### src/hw/prsc_pkg.sv
// Package for the PLL reference switchover control block.
// Holds register offsets, field positions, reset values, states and bus carrier types.
// Assumes an Avalon-MM slave with a byte address and 32-bit data.
package prsc_pkg;

    // Byte addresses of the registers.
    localparam logic [7:0] PRSC_ADDR_CONTROL = 8'h1C;
    localparam logic [7:0] PRSC_ADDR_STATUS = 8'h20;

    // Field positions in the reference select control register.
    localparam int PRSC_BIT_DIFF_MODE = 0;
    localparam int PRSC_BIT_PRIMARY_PWR = 1;
    localparam int PRSC_BIT_SECONDARY_PWR = 2;
    localparam int PRSC_BIT_STAY_SECONDARY = 3;
    localparam int PRSC_BIT_AUTO_MODE = 4;
    localparam int PRSC_BIT_USE_PIN = 5;
    localparam int PRSC_BIT_SELECT_SECONDARY = 6;
    localparam int PRSC_BIT_DEGLITCH_OFF = 7;

    // Field positions in the status register.
    localparam int PRSC_STS_SELECTED = 0;
    localparam int PRSC_STS_PRIMARY_PWR = 1;
    localparam int PRSC_STS_SECONDARY_PWR = 2;
    localparam int PRSC_STS_AUTO_ON_SECONDARY = 3;
    localparam int PRSC_STS_CONFIG_CONFLICT = 4;
    localparam int PRSC_STS_PRIMARY_OK = 5;
    localparam int PRSC_STS_SECONDARY_OK = 6;

    // Reset value of the control register.
    localparam logic [7:0] PRSC_CONTROL_RESET = 8'h00;

    // Value returned for an unmapped read.
    localparam logic [31:0] PRSC_UNMAPPED_DATA = 32'h00000000;

    // Automatic switchover states, one-hot.
    typedef enum logic [1:0] {
        PRSC_ON_PRIMARY = 2'b01,
        PRSC_ON_SECONDARY = 2'b10
    } prsc_auto_state_e;

    // One accepted register write, valid for a single cycle.
    typedef struct packed {
        logic wr;
        logic [7:0] addr;
        logic lane0;
        logic [7:0] data;
    } prsc_bus_req_s;

endpackage

### src/hw/prsc_avalon_slave.sv
// Avalon-MM handshake for the PLL reference switchover control block.
// Assumes a master that holds its request until it samples waitrequest low.
`timescale 1ns/10ps
module prsc_avalon_slave (
    input wire logic clock,
    input wire logic rst,
    input wire logic [7:0] avs_address,
    input wire logic avs_read,
    input wire logic avs_write,
    input wire logic [31:0] avs_writedata,
    input wire logic [3:0] avs_byteenable,
    input wire logic [31:0] read_value,
    output logic [7:0] read_addr,
    output prsc_pkg::prsc_bus_req_s bus_req,
    output logic [31:0] avs_readdata,
    output logic avs_waitrequest
);
    import prsc_pkg::*;

    logic request;

    assign request = avs_read | avs_write;
    assign read_addr = avs_address;

    // Every request waits one cycle, then is answered at the following edge.
    always_ff @(posedge clock) begin
        if (rst) begin
            avs_waitrequest <= 1'b1;
        end else if (request && avs_waitrequest) begin
            avs_waitrequest <= 1'b0;
        end else begin
            avs_waitrequest <= 1'b1;
        end
    end

    // Read data is captured one edge early so it stands when waitrequest is low.
    always_ff @(posedge clock) begin
        if (rst) begin
            avs_readdata <= PRSC_UNMAPPED_DATA;
        end else if (avs_read && avs_waitrequest) begin
            avs_readdata <= read_value;
        end
    end

    // A write takes effect only at the edge where waitrequest is sampled low.
    always_comb begin
        bus_req.wr = avs_write & ~avs_waitrequest;
        bus_req.addr = avs_address;
        bus_req.lane0 = avs_byteenable[0];
        bus_req.data = avs_writedata[7:0];
    end

endmodule // prsc_avalon_slave

### src/hw/prsc_switchover.sv
// PLL reference switchover control: chooses the primary or secondary reference.
// Assumes Avalon-MM register access and status inputs synchronous to clock.
// Operation
// - Manual mode: method bit picks register or pin
// - Mode bit: zero manual by default, one automatic
// - Automatic mode powers both reference inputs on
// - Revert to primary unless stay bit set
// - Secondary power bit, default off, auto overrides
// - Register select bit: zero primary, one secondary
// - Primary power bit, default off, auto overrides
`timescale 1ns/10ps
module prsc_switchover (
    input wire logic clock,
    input wire logic rst,
    input wire logic [7:0] avs_address,
    input wire logic avs_read,
    input wire logic avs_write,
    input wire logic [31:0] avs_writedata,
    input wire logic [3:0] avs_byteenable,
    output logic [31:0] avs_readdata,
    output logic avs_waitrequest,
    input wire logic ref_sel_pin,
    input wire logic primary_status_ok,
    input wire logic secondary_status_ok,
    output logic use_secondary_reference,
    output logic primary_reference_power,
    output logic secondary_reference_power
);
    import prsc_pkg::*;

    logic [7:0] pll_reference_select_control;
    prsc_auto_state_e auto_state;
    prsc_auto_state_e next_auto_state;
    prsc_bus_req_s bus_req;
    logic [7:0] read_addr;
    logic [31:0] read_value;
    logic auto_mode;
    logic stay_secondary;
    logic next_use_secondary;
    logic config_conflict;
    logic [7:0] status_word;

    // Register read decode; unmapped addresses read as zero.
    function automatic logic [31:0] read_decode(
        input logic [7:0] addr,
        input logic [7:0] control,
        input logic [7:0] status
    );
        logic [31:0] value;
        value = PRSC_UNMAPPED_DATA;
        if (addr == PRSC_ADDR_CONTROL) begin
            value = {24'h000000, control};
        end else if (addr == PRSC_ADDR_STATUS) begin
            value = {24'h000000, status};
        end
        return value;
    endfunction

    // Bus handshake and read data capture.
    prsc_avalon_slave u_slave (
        .clock(clock),
        .rst(rst),
        .avs_address(avs_address),
        .avs_read(avs_read),
        .avs_write(avs_write),
        .avs_writedata(avs_writedata),
        .avs_byteenable(avs_byteenable),
        .read_value(read_value),
        .read_addr(read_addr),
        .bus_req(bus_req),
        .avs_readdata(avs_readdata),
        .avs_waitrequest(avs_waitrequest)
    );

    // Field decode of the control register.
    assign auto_mode = pll_reference_select_control[PRSC_BIT_AUTO_MODE];
    assign stay_secondary = pll_reference_select_control[PRSC_BIT_STAY_SECONDARY];

    // Automatic mode relies on single-ended mode; flag a bad setup for software.
    assign config_conflict = auto_mode
        & pll_reference_select_control[PRSC_BIT_DIFF_MODE];

    // Status word seen by software, one flag per field position.
    always_comb begin
        status_word = 8'h00;
        status_word[PRSC_STS_SELECTED] = use_secondary_reference;
        status_word[PRSC_STS_PRIMARY_PWR] = primary_reference_power;
        status_word[PRSC_STS_SECONDARY_PWR] = secondary_reference_power;
        status_word[PRSC_STS_AUTO_ON_SECONDARY] = (auto_state == PRSC_ON_SECONDARY);
        status_word[PRSC_STS_CONFIG_CONFLICT] = config_conflict;
        status_word[PRSC_STS_PRIMARY_OK] = primary_status_ok;
        status_word[PRSC_STS_SECONDARY_OK] = secondary_status_ok;
    end

    // Read data source for the bus slave.
    assign read_value = read_decode(read_addr, pll_reference_select_control, status_word);

    // Control register, written through byte lane 0 only; all fields reset to zero.
    always_ff @(posedge clock) begin
        if (rst) begin
            pll_reference_select_control <= PRSC_CONTROL_RESET;
        end else if (bus_req.wr && bus_req.lane0 && bus_req.addr == PRSC_ADDR_CONTROL) begin
            pll_reference_select_control <= bus_req.data;
        end
    end

    // Next automatic state: leave a failed primary, return only when allowed.
    always_comb begin
        next_auto_state = auto_state;
        if (!auto_mode) begin
            next_auto_state = PRSC_ON_PRIMARY;
        end else begin
            unique case (auto_state)
                PRSC_ON_PRIMARY: begin
                    if (!primary_status_ok) begin
                        next_auto_state = PRSC_ON_SECONDARY;
                    end
                end
                PRSC_ON_SECONDARY: begin
                    if (primary_status_ok && !stay_secondary) begin
                        next_auto_state = PRSC_ON_PRIMARY;
                    end
                end
                default: begin
                    next_auto_state = PRSC_ON_PRIMARY;
                end
            endcase
        end
    end

    // Automatic switchover state register.
    always_ff @(posedge clock) begin
        if (rst) begin
            auto_state <= PRSC_ON_PRIMARY;
        end else begin
            auto_state <= next_auto_state;
        end
    end

    // Reference choice: automatic state, or manual register bit or pin.
    // Using the next automatic state lets the select move on the same edge as the state.
    always_comb begin
        if (auto_mode) begin
            next_use_secondary = (next_auto_state == PRSC_ON_SECONDARY);
        end else if (pll_reference_select_control[PRSC_BIT_USE_PIN]) begin
            next_use_secondary = ref_sel_pin;
        end else begin
            next_use_secondary =
                pll_reference_select_control[PRSC_BIT_SELECT_SECONDARY];
        end
    end

    // Registered reference select output.
    always_ff @(posedge clock) begin
        if (rst) begin
            use_secondary_reference <= 1'b0;
        end else begin
            use_secondary_reference <= next_use_secondary;
        end
    end

    // Input power: automatic mode forces both on, otherwise the enable bits.
    // Both inputs stay powered in automatic mode so a recovered primary can be seen.
    always_ff @(posedge clock) begin
        if (rst) begin
            primary_reference_power <= 1'b0;
            secondary_reference_power <= 1'b0;
        end else if (auto_mode) begin
            primary_reference_power <= 1'b1;
            secondary_reference_power <= 1'b1;
        end else begin
            primary_reference_power <=
                pll_reference_select_control[PRSC_BIT_PRIMARY_PWR];
            secondary_reference_power <=
                pll_reference_select_control[PRSC_BIT_SECONDARY_PWR];
        end
    end
endmodule // prsc_switchover

### config.mk
export PLATFORM = sky130hd
export DESIGN_NAME = prsc_switchover
export DESIGN_NICKNAME = d
export VERILOG_FILES = /design/src/hw/prsc_pkg.sv /design/src/hw/prsc_avalon_slave.sv /design/src/hw/prsc_switchover.sv
export SDC_FILE = /design/constraint.sdc
export NUM_CORES = 1
export LEC_CHECK = 0
export BUFFER_PORTS_ARGS = -buffer_cell sky130_fd_sc_hd__buf_2
export CAP_MARGIN = 20
export CORE_ASPECT_RATIO = 0.6
export CORE_MARGIN = 2
export CORE_UTILIZATION = 37
export DETAILED_ROUTE_END_ITERATION = 16
export MAX_ROUTING_LAYER = met4
export PLACE_DENSITY = 0.76
export SLEW_MARGIN = 20
export SYNTH_ARGS = -nofsm -noshare
export SYNTH_HDL_FRONTEND = slang
export SYNTH_SLANG_ARGS = --single-unit
### constraint.sdc
create_clock -name clock -period 1.72 [get_ports clock]
set_clock_uncertainty 0.2 [all_clocks]
set_input_delay 0.344 -clock clock [delete_from_list [all_inputs] [get_ports clock]]
set_output_delay 0.344 -clock clock [all_outputs]
set_load 0.1 [all_outputs]
Yosys cells after proc, flatten, opt, wreduce, memory -nomap -nowiden
Cells that the tools add are included.

Register bits after elaboration: 46. Bits in latches: 0. Bits in writable memories: 0. ROM bits: 0. Bits of input ports: 51. Output and inout bits: 36. Word-level logic and storage cells: 33. Memories kept: 0.

Add/sub/neg operators: 0. $mul: 0. Divide/modulo/power cells: 0. $lt $le $gt $ge: 0. Equal/unequal tests: 5. Shift operators: 0. Mux-type cells: 11. Bitwise operators: 4. Reductions and logical operators: 6.

Operators with widths (number): equality test 8 x 5 -> 1 bit (second input constant) (1); equality test 8 x 6 -> 1 bit (second input constant) (1); two-way mux 8 bit (1); two-way mux 7 bit (1); two-way mux 2 bit (3); logical AND 1 bit (5); two-way mux 1 bit (5); equality test 2 bit (second input constant) (2); one-hot mux 2 bit (2 select lines) (1); bitwise AND 1 bit (2); equality test 2 x 1 -> 1 bit (second input constant) (1); zero test 1 bit (1); NOT 1 bit (1); bitwise OR 1 bit (1).

Depth between registers and ports, before layout
Word-level depth: 7. Depth in mapped cells: 5. Gate-level depth less buffers: 5.

Hierarchy
A second synthesis with hierarchy kept.

Cell total of the unflattened synthesis: 260. Area total of the unflattened synthesis: 2482.4 sq um.

By module, submodules not included: prsc_avalon_slave (instances 1, cells each 175, area an instance 1702.9 sq um); prsc_switchover (instances 1, cells each 85, area an instance 779.5 sq um).

Least setup slack after synthesis
No wires, ideal clock.

Path type: reg-to-reg. Start: reg u_slave.avs_waitrequest. End: reg u_slave.avs_readdata[0]. Setup time: 0.122 ns. Arrival time: 1.735 ns. Slack: -0.338 ns. Stages on the path, launching flop included: 4. Path buffers: 0. Period minus slack after synthesis: 2.058 ns. Cell sequence: dfxtp_1 > a21oi_1 > and2_1 > a221o_1.

Longest elaborated chain between the ends: 1.

Ends and longest elaborated chain: from (decl) (line prsc_avalon_slave.sv:16) `output logic avs_waitrequest`; from (signal assigned) (line prsc_avalon_slave.sv:28) `avs_waitrequest <= 1'b1;`; from (signal assigned) (line prsc_avalon_slave.sv:30) `avs_waitrequest <= 1'b0;`; from (signal assigned) (line prsc_avalon_slave.sv:32) `avs_waitrequest <= 1'b1;`; logical AND 1 bit (line prsc_avalon_slave.sv:40) `end else if (avs_read && avs_waitrequest) begin`; to (signal assigned) (line prsc_avalon_slave.sv:41) `avs_readdata <= read_value;`; to (decl) (line prsc_avalon_slave.sv:15) `output logic [31:0] avs_readdata,`.

No other way between the ends. A chain may end at the register's enable or synchronous reset.

Final worst setup path
Start: reg auto_state[0]. End: reg use_secondary_reference.

Longest elaborated chain between the ends: 5. Elaborated cells on any way between the ends: 8. Those cells by class: 3 x eq/ne; 5 x mux.

Ends and longest elaborated chain: from (decl) (line prsc_switchover.sv:32) `prsc_auto_state_e auto_state;`; from (signal assigned) (line prsc_switchover.sv:136) `auto_state <= next_auto_state;`; equality test 2 bit, or another cell as far along (line prsc_switchover.sv:113) `unique case (auto_state)`; one-hot mux 2 bit (2 select lines) (*) (line prsc_switchover.sv:113); two-way mux 2 bit (*) (line prsc_switchover.sv:110) `if (!auto_mode) begin`; equality test 2 bit (*) (line prsc_switchover.sv:144) `next_use_secondary = (next_auto_state == PRSC_ON_SECONDARY);`; two-way mux 1 bit (*) (line prsc_switchover.sv:143) `if (auto_mode) begin`; to (signal assigned) (line prsc_switchover.sv:158) `use_secondary_reference <= next_use_secondary;`; to (decl) (line prsc_switchover.sv:25) `output logic use_secondary_reference,`.

Every way passes the cells marked *; elsewhere a longest branch is shown, timed or not.

==> run metrics <==
Tcrit/Tclk final 0.991; P&R area growth vs syn 28.8%; CTS root buffer clkbuf_8; Pleak 0.739 nW; critical-path cell list inv_2 > ha_4 > or3b_4 > a221o_1 > o31ai_2; first-pass GRT wire length 4.62 mm; RSZ-0062 raised after global routing true; CTS tree done; Fmax 587 MHz; largest area contributor in the netlist dfxtp_1; synthesized area roughly 1200 µm²; CP arrival roughly 1.7 ns; max-cap viol count 0; Hold Vio Cnt, Final 0; post-route setup TNS 0 ns; # nets final 239; GRT overflow 0; Peak VDD IR roughly 0.42 mV; # rows 16; required time of the critical path 1.71 ns; CP top delay family compound AO/OA/AOI/OAI gates; Worst-Skew Late Latency 0.27 ns; Worst Slack Setup Final approximately 0.016 ns; P per Cell Area 774 nW/µm²; largest cells by area after synthesis dfxtp_1 (36%), buf_4 (15%), a221o_1 (5.7%); Clock transition at path regs 0.08 ns; endpoints failing setup 0; Min-Delay Path Class in2reg; Clock Tree Buf Depth 2; Routed Wire Length 2.82 mm; Ports 87; initial cell density of the core 0.384; Worst setup SP type register; core footprint 3220 µm²; Cell variety after synth 35; Avg Cell Area, Syn 9.52 µm²; RD Place Congestion 0.881; Final min period between 1.5 and 2 ns; dpl hpwl 2.25 mm; Overall Global Routing Usage 0.161; die area 3840 µm²; Remaining DRCs 0; Hold Buf Count CTS 0; dpl ws -0.175 ns; Setup crit end kind register; vias in the first global route 959; share of the synthesized area in the top cell type 0.356; number of DRC markers in iteration 0 36; die height a little under 50 µm; sequential area share after synthesis 0.356; DP Cell Count 224; largest net degree at the start of global routing 17; fraction of layout cells with a size suffix above 1 0.397; wire length per cell between 10 and 15 µm; final slew viol count 0; Buf/Inv on CP 1; diode count 0; outcome finished clean; final non-filler cell total 229; WS Path Type reg2reg; Port-buffer cells 35; worst stage delay on the critical path 0.37 ns; DR vias approximately 1100; Die X 78.7 µm; Max Fanout on Critical Path 2; # clock sinks 22; Syn. warnings 0; crit path max-delay cell type or3b_4; Cells after Synth between 100 and 150; routed vias/inst 4.76; Num CTS Buffers 3; H-Tree Level Count 1; hold_ws around 0.1 ns; FF+latch count, synth 22; Detailed Routing Iterations Pass 1 4; ANT nets after route 0; antenna violations before repair 0; Finished Core Util 0.495
[routing by layer]
metal  track usage  up-vias  wire (µm)
met2         0.232       49       1200
met5             -        -          0
met4        0.0263        0         16
met1         0.225      489       1350
li1              -      548          -
met3        0.0500        3        253
[worst paths after layout]
| path | startpoint | end | slack [ns] | depth (start not counted) |
|---|---|---|---|---|
| min reg2reg | u_slave.avs_readdata[7] | u_slave.avs_readdata[7] | 0.25 | 2 |
| max reg2reg | auto_state[0] | use_secondary_reference | 0.02 | 5 |
| max | auto_state[0] | use_secondary_reference | 0.02 | 5 |
| min | secondary_status_ok | u_slave.avs_readdata[6] | 0.1 | 2 |
[flip-flops by register name, indices dropped and copies added (netlist names)]
signal,cells
pll_reference_select_control,8
u_slave.avs_readdata,8
auto_state,2
primary_reference_power,1
secondary_reference_power,1
u_slave.avs_waitrequest,1
use_secondary_reference,1
[cells in the mapped netlist (all sizes together)]
cell and n:
a21o 1, a21oi 12, a221o 7, a32o 1
and2 7, and3b 1, and4 1, and4b 1
buf 27, clkbuf 2, conb 1, dfxtp 22
ha 3, inv 5, mux2i 1, nand2 2
nand2b 1, nand3b 1, nand4 9, nand4b 1
nor2 4, nor2b 1, nor3 1, nor4 3
o211ai 1, o21ai 1, o31ai 9, or3 1
or3b 1, or4 1, or4b 1
[through the flow]
step           total power [W]  instance area [µm²]
2_1_floorplan         0.000846                 1330
3_3_place_gp          0.000864                 1510
3_5_place_dp          0.000866                 1510
4_1_cts                0.00124                 1590
5_1_grt                0.00128                 1590
6_report               0.00123                 1590
[cells by family (layout without fill, tap and decap cells)]
group	Yosys count	after routing	share of synthesized area
AND/OR/NAND/NOR	37	37	0.234
buffers and inverters	34	65	0.185
AO/OA/AOI/OAI	32	32	0.184
flip-flops	22	22	0.356
adder cells (fa/ha/maj)	3	3	0.0303
other	1	24	0.00303
multiplexers	1	1	0.00809
[cell type report]
cell class | instances | area, µm²
Tap cell | 45 | 56.3
Fill cell | 316 | 1630
Sequential cell | 22 | 444
Timing Repair Buffer | 56 | 345
Clock buffer | 4 | 55.1
Inverter | 5 | 18.8
Multi-Input combinational cell | 97 | 674
[worst reg2reg max path: stages, from the launching register on]
cell	delay, ns
dfxtp_2	0.34
inv_2	0.05
ha_4	0.20
or3b_4	0.37
a221o_1	0.30
o31ai_2	0.17
[layout by cell type (no fill, tap or decap), types with 2 or more instances in the layout]
cell	netlist	final
buf_2	0	35
conb_1	1	24
buf_4	25	20
dfxtp_1	22	19
a21oi_1	12	12
nand4_1	9	9
o31ai_1	9	8
a221o_1	7	7
and2_1	7	7
inv_1	5	4
nor2_1	4	4
clkbuf_8	0	4
dfxtp_2	0	3
nor4_4	2	2
ha_1	3	2
[repair_timing]
action                     in CTS  in global routing
pin swaps                       3                  2
setup endpoints to repair       1                  2
buffers inserted                1                  0
resized for setup               4                  1
[power by group]
group | switching (W) | leakage [nW] | internal, W
sequential | 0.00000375 | 0.177 | 0.000511
combinational | 0.000291 | 0.533 | 0.0000497
clock | 0.000173 | 0.0288 | 0.000205
Note: power is estimated with default switching activity, not from simulation.
